<file path="config.mk">
export PLATFORM = sky130hd
export DESIGN_NAME = pdadj_ctrl
export DESIGN_NICKNAME = d
export VERILOG_FILES = /design/src/pdadj_pkg.sv /design/src/pdadj_sync.sv /design/src/pdadj_step.sv /design/src/pdadj_ctrl.sv
export SDC_FILE = /design/constraint.sdc
export NUM_CORES = 1
export LEC_CHECK = 0
export BUFFER_PORTS_ARGS = -buffer_cell sky130_fd_sc_hd__buf_4
export CORE_ASPECT_RATIO = 0.8
export CORE_UTILIZATION = 50
export CTS_CLUSTER_SIZE = 14
export DETAILED_ROUTE_END_ITERATION = 10
export PLACE_DENSITY = 0.73
export SYNTH_ARGS = -nofsm -noshare
export SYNTH_HDL_FRONTEND = slang
export SYNTH_SLANG_ARGS = --single-unit
</file>
<file path="constraint.sdc">
create_clock -name clock -period 4.9 [get_ports clock]
set_input_delay 0.98 -clock clock [delete_from_list [all_inputs] [get_ports clock]]
set_output_delay 0.98 -clock clock [all_outputs]
set_load 0.03 [all_outputs]
</file>
<file path="src/pdadj_pkg.sv">
// Functional notes
// - Adjustment runs only while the enable bit (control bit 7) is 1.
// - Direction bit 0: over-voltage raises, under-voltage lowers duty; 1 reverses.
// - Source bit 0: staging loads firmware compare; 1: adjust engine loads it.
// - Source bit is held 0 while enable is 0.
// - While enabled, any over- or under-voltage level sets the source bit.
// - Clearing the source bit works only while both voltage levels are 0.
// - Status bit 3 shows the debounced over-voltage level.
// - Status bit 2 shows the debounced under-voltage level.
// - Status bit 1 shows the filtered second over-current level.
// - Status bit 0 shows the filtered first over-current level.
// - Ten-bit read/write maximum duty in high (bits 1..0) and low registers.
// - Ten-bit read/write minimum duty in high (bits 1..0) and low registers.
// - Staging duty readable, not writable, high and low parts, reset 0.
// - Unimplemented bits of control and high registers read 0.
// - Enable, direction and source bits reset to 0; status bits are live.
// - Steps are spaced (delay field + 1) times two timer periods.
// - Step size 0..15 from upper (over) or lower (under) nibble.
// - Staging duty is forced to zero while adjustment is disabled.
// - With timer running, compare takes staging value (firmware compare while disabled) only at counter zero.
package pdadj_pkg;

    localparam int APB_ADDR_W = 8;
    localparam int DUTY_W     = 10;
    localparam int DELAY_W    = 6;
    localparam int STEP_W     = 4;
    localparam int WAIT_W     = 8;

    // Register byte addresses
    localparam logic [7:0] OFS_CTRL   = 8'h00;
    localparam logic [7:0] OFS_DELAY  = 8'h04;
    localparam logic [7:0] OFS_STEP   = 8'h08;
    localparam logic [7:0] OFS_MAXH   = 8'h0c;
    localparam logic [7:0] OFS_MAXL   = 8'h10;
    localparam logic [7:0] OFS_MINH   = 8'h14;
    localparam logic [7:0] OFS_MINL   = 8'h18;
    localparam logic [7:0] OFS_STAGEH = 8'h1c;
    localparam logic [7:0] OFS_STAGEL = 8'h20;

    // Control and status field positions
    localparam int BIT_EN  = 7;
    localparam int BIT_DIR = 6;
    localparam int BIT_SRC = 5;
    localparam int BIT_OV  = 3;
    localparam int BIT_UV  = 2;
    localparam int BIT_OCB = 1;
    localparam int BIT_OCA = 0;
    localparam int OV_STEP_LSB = 4;
    localparam int UV_STEP_LSB = 0;

    // Reset values
    localparam logic              RST_BIT   = 1'b0;
    localparam logic [DUTY_W-1:0] RST_DUTY  = 10'h000;
    localparam logic [DELAY_W-1:0] RST_DELAY = 6'h00;
    localparam logic [7:0]        RST_STEP  = 8'h00;

    // Timer periods per delay unit
    localparam logic [WAIT_W-1:0] PERIODS_PER_UNIT = 8'h02;

    // Live comparator levels, as seen after their own debounce or filter
    typedef struct packed {
        logic ov;
        logic uv;
        logic ocB;
        logic ocA;
    } pdadj_comp_t;

    typedef enum logic [0:0] {
        ST_IDLE = 1'b0,
        ST_HOLD = 1'b1
    } pdadj_state_t;

endpackage

</file>
<file path="src/pdadj_sync.sv">
`timescale 1ns/1ps
// Two-stage level synchroniser; only the second stage is visible
module pdadj_sync
    import pdadj_pkg::*;
#(
    parameter int W = 4
) (
    // Clock and reset
    input  wire logic         clock,
    input  wire logic         reset_n,
    // Levels
    input  wire logic [W-1:0] asyncIn,
    output logic      [W-1:0] syncOut
);
    logic [W-1:0] meta_q;

    // First stage feeds the second stage only
    always_ff @(posedge clock) begin
        if (!reset_n) begin
            meta_q  <= '0;
            syncOut <= '0;
        end else begin
            meta_q  <= asyncIn;
            syncOut <= meta_q;
        end
    end
endmodule

</file>
<file path="src/pdadj_step.sv">
`timescale 1ns/1ps
// Saturating duty step; result is clamped into [minDuty, maxDuty] when minDuty <= maxDuty
module pdadj_step
    import pdadj_pkg::*;
(
    // Operands
    input  wire logic [DUTY_W-1:0] duty,
    input  wire logic [STEP_W-1:0] step,
    input  wire logic              up,
    input  wire logic [DUTY_W-1:0] minDuty,
    input  wire logic [DUTY_W-1:0] maxDuty,
    // Result
    output logic      [DUTY_W-1:0] nextDuty
);
    logic [DUTY_W:0] sumWide;
    logic [DUTY_W:0] diffWide;
    logic [DUTY_W:0] raw;

    // One extra bit catches overflow and underflow instead of wrapping
    assign sumWide  = {1'b0, duty} + {{(DUTY_W + 1 - STEP_W){1'b0}}, step};
    assign diffWide = {1'b0, duty} - {{(DUTY_W + 1 - STEP_W){1'b0}}, step};
    assign raw      = up ? sumWide : diffWide;

    // Saturate at the limits; with crossed limits a result above maximum gives maximum, any other gives minimum
    always_comb begin
        if (!up && diffWide[DUTY_W]) begin
            nextDuty = minDuty;
        end else if (raw > {1'b0, maxDuty}) begin
            nextDuty = maxDuty;
        end else if (raw < {1'b0, minDuty}) begin
            nextDuty = minDuty;
        end else begin
            nextDuty = raw[DUTY_W-1:0];
        end
    end
endmodule

</file>
<file path="src/pdadj_ctrl.sv">
`timescale 1ns/1ps
module pdadj_ctrl
    import pdadj_pkg::*;
(
    // Clock and reset
    input  wire logic                  clock,
    input  wire logic                  reset_n,
    // APB slave
    input  wire logic                  psel,
    input  wire logic                  penable,
    input  wire logic                  pwrite,
    input  wire logic [APB_ADDR_W-1:0] paddr,
    input  wire logic [31:0]           pwdata,
    output logic      [31:0]           prdata,
    output logic                       pready,
    output logic                       pslverr,
    // Comparator levels from the protection block
    input  wire pdadj_comp_t           compIn,
    // PWM timer side
    input  wire logic                  timerRunning,
    input  wire logic                  timerZero,
    input  wire logic                  timerPeriodEnd,
    input  wire logic                  fwCompareWrite,
    input  wire logic [DUTY_W-1:0]     fwCompareData,
    output logic      [DUTY_W-1:0]     timerCompareValue,
    output logic                       bufferSourceSelect
);
    // Registers
    logic              enable_q, enable_d;
    logic              dir_q;
    logic              src_d;
    logic [DELAY_W-1:0] delay_q;
    logic [7:0]        step_q;
    logic [DUTY_W-1:0] max_q, min_q, staging_q, staging_d, fwCcra_q;
    logic [DUTY_W-1:0] compare_d;
    logic [WAIT_W-1:0] wait_q, wait_d;
    pdadj_state_t      state_q, state_d;
    pdadj_comp_t       comp;

    // Comparator levels cross into the system clock here
    pdadj_sync #(.W(4)) u_sync (
        .clock   (clock),
        .reset_n (reset_n),
        .asyncIn (compIn),
        .syncOut (comp)
    );

    // APB decode
    wire setupPh = psel && !penable;
    wire accessW = psel && penable && pready && pwrite && !pslverr;
    wire hitCtrl  = (paddr == OFS_CTRL);
    wire hitDelay = (paddr == OFS_DELAY);
    wire hitStep  = (paddr == OFS_STEP);
    wire hitMaxH  = (paddr == OFS_MAXH);
    wire hitMaxL  = (paddr == OFS_MAXL);
    wire hitMinH  = (paddr == OFS_MINH);
    wire hitMinL  = (paddr == OFS_MINL);
    wire hitStgH  = (paddr == OFS_STAGEH);
    wire hitStgL  = (paddr == OFS_STAGEL);
    wire mapped   = hitCtrl || hitDelay || hitStep || hitMaxH || hitMaxL
                    || hitMinH || hitMinL || hitStgH || hitStgL;
    // Staging registers are read only, so a write to them is refused
    wire badAcc   = !mapped || (pwrite && (hitStgH || hitStgL));
    wire ctrlWr   = accessW && hitCtrl;

    // Read mux; unimplemented bits read zero
    logic [7:0] ctrlView;
    logic [7:0] rdByte;
    assign ctrlView = {enable_q, dir_q, bufferSourceSelect, 1'b0,
                       comp.ov, comp.uv, comp.ocB, comp.ocA};
    assign rdByte =
        hitCtrl  ? ctrlView :
        hitDelay ? {2'b00, delay_q} :
        hitStep  ? step_q :
        hitMaxH  ? {6'h00, max_q[9:8]} :
        hitMaxL  ? max_q[7:0] :
        hitMinH  ? {6'h00, min_q[9:8]} :
        hitMinL  ? min_q[7:0] :
        hitStgH  ? {6'h00, staging_q[9:8]} :
        hitStgL  ? staging_q[7:0] : 8'h00;

    // Answer one cycle after setup: zero wait states
    always_ff @(posedge clock) begin
        if (!reset_n) begin
            pready  <= 1'b0;
            pslverr <= 1'b0;
            prdata  <= 32'h0000_0000;
        end else begin
            pready  <= setupPh;
            pslverr <= setupPh && badAcc;
            prdata  <= (setupPh && !pwrite) ? {24'h00_0000, rdByte} : 32'h0000_0000;
        end
    end

    // Software-written configuration
    always_ff @(posedge clock) begin
        if (!reset_n) begin
            dir_q   <= RST_BIT;
            delay_q <= RST_DELAY;
            step_q  <= RST_STEP;
            max_q   <= RST_DUTY;
            min_q   <= RST_DUTY;
        end else if (accessW) begin
            if (hitCtrl)  dir_q         <= pwdata[BIT_DIR];
            if (hitDelay) delay_q       <= pwdata[DELAY_W-1:0];
            if (hitStep)  step_q        <= pwdata[7:0];
            if (hitMaxH)  max_q[9:8]    <= pwdata[1:0];
            if (hitMaxL)  max_q[7:0]    <= pwdata[7:0];
            if (hitMinH)  min_q[9:8]    <= pwdata[1:0];
            if (hitMinL)  min_q[7:0]    <= pwdata[7:0];
        end
    end

    // Enable takes the written value; source logic sees the new value at once
    assign enable_d = ctrlWr ? pwdata[BIT_EN] : enable_q;

    // Source select: forced low when disabled, set by any voltage level,
    // and a software clear only lands while both levels are quiet
    wire lvlAny = comp.ov || comp.uv;
    always_comb begin
        if (!enable_d) begin
            src_d = 1'b0;
        end else if (lvlAny) begin
            src_d = 1'b1;
        end else if (ctrlWr) begin
            src_d = pwdata[BIT_SRC];
        end else begin
            src_d = bufferSourceSelect;
        end
    end

    always_ff @(posedge clock) begin
        if (!reset_n) begin
            enable_q           <= RST_BIT;
            bufferSourceSelect <= RST_BIT;
        end else begin
            enable_q           <= enable_d;
            bufferSourceSelect <= src_d;
        end
    end

    // Step request: over-voltage takes priority when both levels stand
    wire              stepFire = enable_q && enable_d && lvlAny && (state_q == ST_IDLE);
    wire              stepUp   = comp.ov ? !dir_q : dir_q;
    wire [STEP_W-1:0] stepSize = comp.ov ? step_q[OV_STEP_LSB +: STEP_W]
                                         : step_q[UV_STEP_LSB +: STEP_W];
    wire [DUTY_W-1:0] stepped;

    pdadj_step u_step (
        .duty     (staging_q),
        .step     (stepSize),
        .up       (stepUp),
        .minDuty  (min_q),
        .maxDuty  (max_q),
        .nextDuty (stepped)
    );

    // Spacing between steps in timer periods: (delay + 1) * 2
    wire [WAIT_W-1:0] waitLoad = WAIT_W'(({2'b00, delay_q} + 8'h01) * PERIODS_PER_UNIT);

    // Step spacing state machine; disabling abandons any pending wait
    always_comb begin
        state_d = state_q;
        wait_d  = wait_q;
        case (state_q)
            ST_IDLE: begin
                if (stepFire) begin
                    state_d = ST_HOLD;
                    wait_d  = waitLoad;
                end
            end
            ST_HOLD: begin
                if (!enable_q) begin
                    state_d = ST_IDLE;
                end else if (timerPeriodEnd) begin
                    wait_d = wait_q - 8'h01;
                    if (wait_q == 8'h01) begin
                        state_d = ST_IDLE;
                    end
                end
            end
            default: begin
                state_d = ST_IDLE;
            end
        endcase
    end

    // Staging duty: zero when disabled, else engine or firmware source
    always_comb begin
        if (!enable_d) begin
            staging_d = RST_DUTY;
        end else if (stepFire) begin
            staging_d = stepped;
        end else if (!bufferSourceSelect && fwCompareWrite) begin
            staging_d = fwCompareData;
        end else begin
            staging_d = staging_q;
        end
    end

    // Compare value follows staging (firmware compare while disabled) only at counter zero while timer runs
    wire [DUTY_W-1:0] cmpSrc = enable_q ? staging_q : fwCcra_q;
    assign compare_d = (!timerRunning || timerZero) ? cmpSrc : timerCompareValue;

    always_ff @(posedge clock) begin
        if (!reset_n) begin
            state_q           <= ST_IDLE;
            wait_q            <= 8'h00;
            staging_q         <= RST_DUTY;
            fwCcra_q          <= RST_DUTY;
            timerCompareValue <= RST_DUTY;
        end else begin
            state_q           <= state_d;
            wait_q            <= wait_d;
            staging_q         <= staging_d;
            if (fwCompareWrite) fwCcra_q <= fwCompareData;
            timerCompareValue <= compare_d;
        end
    end

    // Helper: timer periods since the last step, for the spacing check
    logic [WAIT_W:0]   since_q;
    logic [WAIT_W-1:0] lastLoad_q;
    logic              fired_q;
    always_ff @(posedge clock) begin
        if (!reset_n || !enable_q) begin
            since_q    <= '0;
            lastLoad_q <= 8'h00;
            fired_q    <= 1'b0;
        end else if (stepFire) begin
            since_q    <= '0;
            lastLoad_q <= waitLoad;
            fired_q    <= 1'b1;
        end else if (timerPeriodEnd && !since_q[WAIT_W]) begin
            since_q    <= since_q + 9'h001;
        end
    end
endmodule

</file>
# Word-level counts from Yosys, hierarchy flattened
# Cells that the tools add are included.
# totals
register_bits	118
# classes
add_sub_neg	4
n_lt_le_gt_ge	2
n_eq_ne	12
n_mux	30
bitwise	3
reduce_logical	48
# ops
op	n
8-bit two-way mux	12
10-bit two-way mux	6
8-bit by 5-bit equality test with 1-bit output, second input constant	4
2-bit AND reduction	9
8-bit by 4-bit equality test with 1-bit output, second input constant	2
8-bit case mux with 2 select lines	1
1-bit logical AND	14
1-bit logical OR	12
10-bit by 4-bit adder with 11-bit output	1
11-bit by 10-bit > comparator with 1-bit output	1
11-bit by 10-bit < comparator with 1-bit output	1
11-bit two-way mux	1
10-bit by 4-bit subtractor with 11-bit output	1
8-bit by 1-bit equality test with 1-bit output, second input constant	1
8-bit by 3-bit equality test with 1-bit output, second input constant	1
8-bit by 6-bit equality test with 1-bit output, second input constant	1
1-bit zero test	8
8-bit zero test	1
1-bit two-way mux	8
8-bit by 1-bit subtractor with 8-bit output, second input constant	1
6-bit by 1-bit adder with 7-bit output, second input constant	1
2-bit != test, second input constant	3
4-bit two-way mux	1
2-bit nonzero test	2
4 further kinds	6

# Depth between registers and ports, before layout
# Gate-level depths: netlist of the first run.
# depth
ltp_word	12
ltp_mapped	19
ltp_nobuf	17

# Cells and area by module
# Synthesis of the first run repeated with hierarchy kept, for this count alone.
# hier_totals
cells_unflattened	671
hier_area_um2	5793.1
# modules_own_cells
mod	n_inst	cells_each	area_each_um2	seq_area_each_um2
pdadj_ctrl	1	492	4362.9	1721.7
pdadj_step	1	163	1219.9	0.0
pdadj_sync	1	16	210.2	160.2

# Worst setup path before layout of the first run
# OpenSTA, ideal clock, no wires.
# synth_path
path_type	register -> register
start	reg u_sync.syncOut[3]
end	reg staging_q[6]
setup_time_ns	0.067
t_arrival_ns	3.926
required_ns	4.833
setup_slack_ns	0.907
stages_incl_launch_ff	20
cell_sequence	dfxtp_1 > buf_6 > mux2_2 > ha_1 > inv_1 > fa_1 > nor3_1 > o311ai_1 > o22ai_1 > o21ai_1 > xnor2_1 > ha_1 > a21o_1 > a21oi_1 > nor2b_1 > a221oi_4 > nor2_4 > buf_6 > mux2_4 > a21oi_2
# synth_between
elab_chain_len	8
# synth_lines
element	line_no	source
start: declaration	pdadj_sync.sv:13	output logic [W-1:0] syncOut
start signal: assignment	pdadj_sync.sv:24	syncOut <= meta_q;
4-bit two-way mux	pdadj_ctrl.sv:145	wire [STEP_W-1:0] stepSize = comp.ov ? step_q[OV_STEP_LSB +: STEP_W]
10-bit by 4-bit subtractor with 11-bit output / 10-bit by 4-bit adder with 11-bit output (equally long branches)	pdadj_step.sv:21, pdadj_step.sv:20	
11-bit two-way mux	pdadj_step.sv:22	assign raw = up ? sumWide : diffWide;
11-bit by 10-bit < comparator with 1-bit output	pdadj_step.sv:30	end else if (raw < {1'b0, minDuty}) begin
10-bit two-way mux	pdadj_step.sv:30	
10-bit two-way mux	pdadj_step.sv:28	end else if (raw > {1'b0, maxDuty}) begin
10-bit two-way mux	pdadj_step.sv:26	if (!up && diffWide[DUTY_W]) begin
10-bit two-way mux	pdadj_ctrl.sv:192	end else if (stepFire) begin
end signal: assignment	pdadj_ctrl.sv:215	staging_q <= staging_d;
end: declaration	pdadj_ctrl.sv:34	logic [DUTY_W-1:0] max_q, min_q, staging_q, staging_d, fwCcra_q;
# Several ways; a longest one is shown, not always the timed one.
# A chain may end at the register's enable or synchronous reset.

# Worst setup path after layout of the first run
# layout_path
start	reg u_sync.syncOut[3]
end	reg staging_q[0]
# Same word-level chain as after synthesis.

==> impl_metrics.yaml, run 1 <==
run_status:
  status: "finished with violations"
  failed_checks: "DRC"
power_and_ir_drop:
  p_leak_nw: 2.812
  ir_worst_vdd_mv: 0.2142
  p_int_mw: 1.224
  clockPowerShare_pct: 42.1
  p_total_mw: 1.663
  powerDensity_mw_per_mm2: 245.9
  p_sw_share_pct: 26.38
  power_frac_seq_pct: 47.2
  comb_power_share_pct: 10.7
  p_switching_mw: 0.4386
synth:
  netlist.top_cell.by_area: "dfxtp_1"
  async_flop_share_pct: 0
  ys_types: 72
  synth_cells: 731
  yosysTopAreaCellShare_pct: 31.16
  ys.flop_type: "dfxtp_1"
  syn_area_mm2: 0.006040
  synth-edff-count: 0
  synth_seq_area_share_pct: 31.16
  synthTopCellsByArea: "dfxtp_1, mux2i_1, ha_1, nand2_1, a21boi_0"
  synth_warnings: 0
  syn_area_per_cell_um2: 8.262
  ys_ff_latch: 94
routing:
  antenna_left: 0
  vias_per_cell: 5.901
  wl_um: 17140
  vias: 5435
  first_iter_violations: 401
  drc: 14
  dr.pass1.iters: 8
  wire_per_inst_um: 18.61
placed_design:
  post-place-ws_ns: 0.2993
  dp.cells: 905
  place_congestion: 0.8892
  dp_hpwl_um: 12580
  portBuffers: 59
  placed_area_mm2: 0.006469
clocking:
  htreeDepth: 3
  cts_resized: 0
  clk_latency_ns: 0.35
  root_buffer: "clkbuf_16"
  hold_buffers: 0
  cts_buffers: 9
  cts.clk_slew.worst_paths_ns: 0.07
  postCtsSetupBuffers: 0
  numClockSinks: 94
  clockBufferDepth: 2
  cts_tree: "done"
timing:
  finalHoldViolations: 0
  finalCritPeriodShare_pct: 95.18
  grt_setup_unrepaired: "false"
  maxSlewHeadroom_pct: 36.05
  max_freq_mhz: 214.4
  fin_tns_setup_ns: 0
  fin_ws_ns: 0.2362
  finalCriticalPeriod_ns: 4.664
  finalSetupViolCount: 0
  finalClockSkew_ns: 0.008292
  drv_slew: 0
  tightest_slew_ns: 0.9572
layout:
  nFillCells: 1040
  stdcell_count: 921
  multi_input_area_mm2: 0.003745
  final_area_mm2: 0.006763
  nNetsFinal: 863
  synthToLayoutAreaGrowth_pct: 11.97
  layout.area.seq_mm2: 0.001882
  layout-drive-gt1-share_pct: 13.32
  n_antenna_cell: 0
global_routing:
  grt_overflow: 0
  grt_pass1_wl_um: 26430
  antenna_found_initial: 0
  grt_use_total_pct: 27.53
  grt_max_degree: 75
  grt_pass1_vias: 4893
critical_path:
  arrival_ns: 4.96
  start_kind: "register"
  worstSetupPathType: "register to register"
  worst-path-max-fanout: 12
  required_ns: 5.20
  critPathCaptureType: "register"
floorplanning:
  die_x_um: 124.9
  ios: 108
  num_rows: 35
  initial_core_util_pct: 51.85
  core_region_area_mm2: 0.01165
  dieArea_mm2: 0.01253
  die-height_um: 100.3
run:
  maxCapViolations: 0
min_path:
  hold_path.class: "register to register"
## flip-flops by register name, summed over array words and instances, names as in the netlist, 4 cells and up
name               count
min_q                 10
u_sync.meta_q          4
delay_q                6
prdata                 8
staging_q             10
timerCompareValue     10
max_q                 10
step_q                 8
u_sync.syncOut         4
fwCcra_q              10
wait_q                 8
## synthesized netlist by cell type (all sizes together), types with 8 or more instances
cell	n
dfxtp	94
nand2	92
mux2i	52
o21ai	38
inv	37
a21oi	36
buf	36
nor2	36
nor2b	31
clkbuf	30
ha	30
nand3	30
a21boi	29
and2	16
nor4	10
o211a	10
nor3	9
xnor2	8
## path summary, 6_finish.rpt
check | cells past startpoint | endpoint | slack (ns) | start
min | 1 | u_sync.syncOut[3] | 0.43 | u_sync.meta_q[3]
max | 16 | staging_q[0] | 0.24 | u_sync.syncOut[3]
max reg2reg | 16 | staging_q[0] | 0.24 | u_sync.syncOut[3]
min reg2reg | 1 | u_sync.syncOut[3] | 0.43 | u_sync.meta_q[3]
## cells by family (layout without fill, tap and decap cells)
group	after synthesis	in the layout	synth area share (%)
xor gates and xnor gates	12	12	1.865
and+or+nand+nor	252	252	20.88
DFF	94	94	31.16
muxes	58	58	9.861
AOI/OAI and AO/OA	179	179	21.03
buffers and inverters	103	122	8.266
other	1	24	0.06209
adders and majority gates	32	32	6.878
## critical path: stages, from the launching register on
cell      delay, ns
dfxtp_1        0.45
buf_4          0.21
mux2i_1        0.31
ha_1           0.37
nor3_1         0.28
o311ai_1       0.24
o22ai_1        0.29
o21ai_1        0.12
xnor2_1        0.31
ha_1           0.31
a21o_1         0.18
a21oi_1        0.28
nor2b_1        0.27
a221oi_4       0.13
nor2_4         0.32
mux2i_1        0.40
o21a_1         0.15
## per-stage QoR
step                      util [%]  hold slack [ns]
final                        58.06           0.4331
after global routing         58.06           0.4423
after CTS                    58.06           0.4340
after detailed placement     55.53           0.4177
after global placement       55.53           0.4200
after floorplan                  -           0.4119
## power groups by stage
stage / clock network, mW / registers [mW] / logic (mW)
detailed placement: 0 / 0.802 / 0.175
global route: 0.742 / 0.785 / 0.189
floorplan: 0 / 0.811 / 0.119
CTS: 0.713 / 0.784 / 0.175
finish: 0.701 / 0.784 / 0.178
global placement: 0 / 0.801 / 0.172
## routing by layer
layer  global-route usage [%]  vias up  part of all wire [%]
met5                        0        -                     0
met4                    7.317        0                   1.7
met3                    7.676       20                   8.1
met2                    41.79      217                    43
met1                    38.38     2596                    47
li1                         -     2602                     -
## final cells by class
| type | instances | share of cell area (%) |
|---|---|---|
| Clock buffer | 12 | 3.793 |
| Clock inverter | 4 | 0.5550 |
| Inverter | 37 | 2.054 |
| Multi-Input combinational cell | 557 | 55.37 |
| Sequential cell | 94 | 27.83 |
| Tap cell | 148 | 2.738 |
| Timing Repair Buffer | 69 | 7.660 |
## placed cells by master (no fill, tap or decap), drive strengths merged, types with 12 or more instances in the layout
| cell type | count |
|---|---|
| dfxtp | 94 |
| nand2 | 92 |
| buf | 69 |
| mux2i | 52 |
| inv | 40 |
| o21ai | 38 |
| nor2 | 36 |
| a21oi | 36 |
| nor2b | 31 |
| nand3 | 30 |
| ha | 30 |
| a21boi | 29 |
| conb | 24 |
| and2 | 16 |
| clkbuf | 12 |
Note: power is estimated with default switching activity, not from simulation.
==> run 2, diff against run 1 <==
--- a/config.mk
+++ b/config.mk
@@ -7,10 +7,10 @@
 export LEC_CHECK = 0
 export BUFFER_PORTS_ARGS = -buffer_cell sky130_fd_sc_hd__buf_4
 export CORE_ASPECT_RATIO = 0.8
-export CORE_UTILIZATION = 50
+export CORE_UTILIZATION = 57
 export CTS_CLUSTER_SIZE = 14
 export DETAILED_ROUTE_END_ITERATION = 10
-export PLACE_DENSITY = 0.73
+export PLACE_DENSITY = 0.81
 export SYNTH_ARGS = -nofsm -noshare
 export SYNTH_HDL_FRONTEND = slang
 export SYNTH_SLANG_ARGS = --single-unit
==> run 2 against run 1 <==
The run now ends clean. Cell area down 0.22%. Critical path depth unchanged. First-iteration DRC count up 37%. Count of clock-buffer cells in the layout decreased by 2.
==> impl_metrics.yaml, run 2 (synthesized netlist as in run 1, its figures left out) <==
run_status:
  status: "finished clean"
clocking:
  cts_buffers: 9
  numClockSinks: 94
  root_buffer: "clkbuf_16"
  hold_buffers: 0
  postCtsSetupBuffers: 0
  clk_latency_ns: 0.36
  cts.clk_slew.worst_paths_ns: 0.07
  htreeDepth: 3
  cts_resized: 0
  clockBufferDepth: 2
  cts_tree: "done"
timing:
  finalClockSkew_ns: 0.007824
  finalSetupViolCount: 0
  grt_setup_unrepaired: "false"
  maxSlewHeadroom_pct: 33.40
  finalCritPeriodShare_pct: 95.54
  drv_slew: 0
  finalCriticalPeriod_ns: 4.682
  finalHoldViolations: 0
  fin_tns_setup_ns: 0
  tightest_slew_ns: 0.9923
  max_freq_mhz: 213.6
floorplanning:
  dieArea_mm2: 0.01101
  num_rows: 33
  ios: 108
  die-height_um: 94.07
  die_x_um: 117.1
  initial_core_util_pct: 58.74
  core_region_area_mm2: 0.01028
power_and_ir_drop:
  p_sw_share_pct: 26.20
  power_frac_seq_pct: 45.9
  p_switching_mw: 0.4478
  powerDensity_mw_per_mm2: 253.3
  p_leak_nw: 2.807
  comb_power_share_pct: 10.3
  clockPowerShare_pct: 43.8
  ir_worst_vdd_mv: 0.2568
  p_int_mw: 1.261
  p_total_mw: 1.709
critical_path:
  r2r-start: "u_sync.syncOut[3]"
  worstSetupPathType: "register to register"
  critPathSlowestCell: "dfxtp_1"
  crit_chain: "buf_4 -> mux2i_1 -> ha_1 -> nor3_1 -> o311ai_1 -> o22ai_1 -> o21ai_1 -> xnor2_1 -> ha_1 -> a21o_1 -> a21oi_1 -> nor2b_1 -> a221oi_4 -> nor2_4 -> mux2i_1 -> o21a_1"
  cp_slowest_stage_delay_ns: 0.40
  critPathCaptureType: "register"
  startpoint: "u_sync.syncOut[3]"
  required_ns: 5.20
  worst-path-max-fanout: 12
  arrival_ns: 4.98
  start_kind: "register"
min_path:
  holdCritStartpoint: "u_sync.meta_q[1]"
  hold_path.class: "register to register"
placed_design:
  portBuffers: 59
  place_congestion: 0.9164
  placed_area_mm2: 0.006436
  dp_hpwl_um: 12120
layout:
  nFillCells: 872
  final_area_mm2: 0.006748
  layout.area.seq_mm2: 0.001882
  synthToLayoutAreaGrowth_pct: 11.73
  multi_input_area_mm2: 0.003745
  n_antenna_cell: 0
  layout_commonest_cell: "dfxtp_1"
  final_cell_mix: "dfxtp_1, nand2_1, buf_4"
  nNetsFinal: 860
  layout-drive-gt1-share_pct: 13.12
routing:
  wl_met3_um: 1691
  vias: 5497
  first_iter_violations: 548
  vias_per_cell: 6.041
  dr.pass1.iters: 8
  wire_per_inst_um: 18.44
  route.top_layer_used: "met4"
  wl_um: 16780
  wl_met1_um: 7151
  drc: 0
  antenna_left: 0
  wl_met2_um: 7412
global_routing:
  grt_pass1_vias: 5076
  grt_max_degree: 75
  grt_use_total_pct: 32.08
  antenna_found_initial: 0
  grt_overflow: 0
  grt_pass1_wl_um: 26220
run:
  maxCapViolations: 0
run 2: cell types whose count changed in the layout (fill, tap and decap cells not counted), sizes merged:
cell	before	now
buf	69	66
inv	40	41
clkbuf	12	10
bufinv	0	1
run 2: power groups by stage:
stage	clock network, mW	registers (mW)	logic, mW
floorplan	0	0.811	0.119
global placement	0	0.801	0.170
detailed placement	0	0.802	0.174
CTS	0.753	0.784	0.174
global route	0.781	0.785	0.189
finish	0.749	0.784	0.176
run 2: stage by stage:
stage / instances / hold WS (ns) / setup slack [ns] / utilization (%)
3_5_place_dp: 894 / 0.4214 / 0.3239 / 62.60
4_1_cts: 910 / 0.4376 / 0.2981 / 65.63
3_3_place_gp: 894 / 0.4189 / 0.4941 / 62.60
5_1_grt: 910 / 0.4650 / 0.005047 / 65.63
6_report: 910 / 0.4387 / 0.2184 / 65.63
2_1_floorplan: 754 / 0.4119 / 0.9068 / -
run 2: routing by layer:
metal	vias up	track usage, %
li1	2597	-
met2	280	48.03
met5	-	0
met4	0	13.71
met3	47	8.516
met1	2573	43.22
run 2: worst paths after layout:
kind	to	slack [ns]	depth (start not counted)
setup / recovery	staging_q[0]	0.22	16
hold / removal	u_sync.syncOut[1]	0.44	1
setup reg to reg	staging_q[0]	0.22	16
hold reg to reg	u_sync.syncOut[1]	0.44	1
run 2: final cells by class:
cell class / instances / share of cell area [%]
Multi-Input combinational cell: 557 / 55.50
Sequential cell: 94 / 27.89
Timing Repair Buffer: 66 / 7.343
Clock buffer: 10 / 3.542
Tap cell: 140 / 2.596
Inverter: 37 / 2.058
Clock inverter: 6 / 1.075
run 2: critical path, delay by kind of cell, from the launching register on:
| kind | cells | cell delay [ns] |
|---|---|---|
| flops | 1 | 0.40 |
| mux | 2 | 0.67 |
| buf+inv | 1 | 0.20 |
| compound gates | 7 | 1.42 |
| xor+xnor | 1 | 0.35 |
| simple gates | 3 | 0.91 |
| fa+ha+maj | 2 | 0.69 |
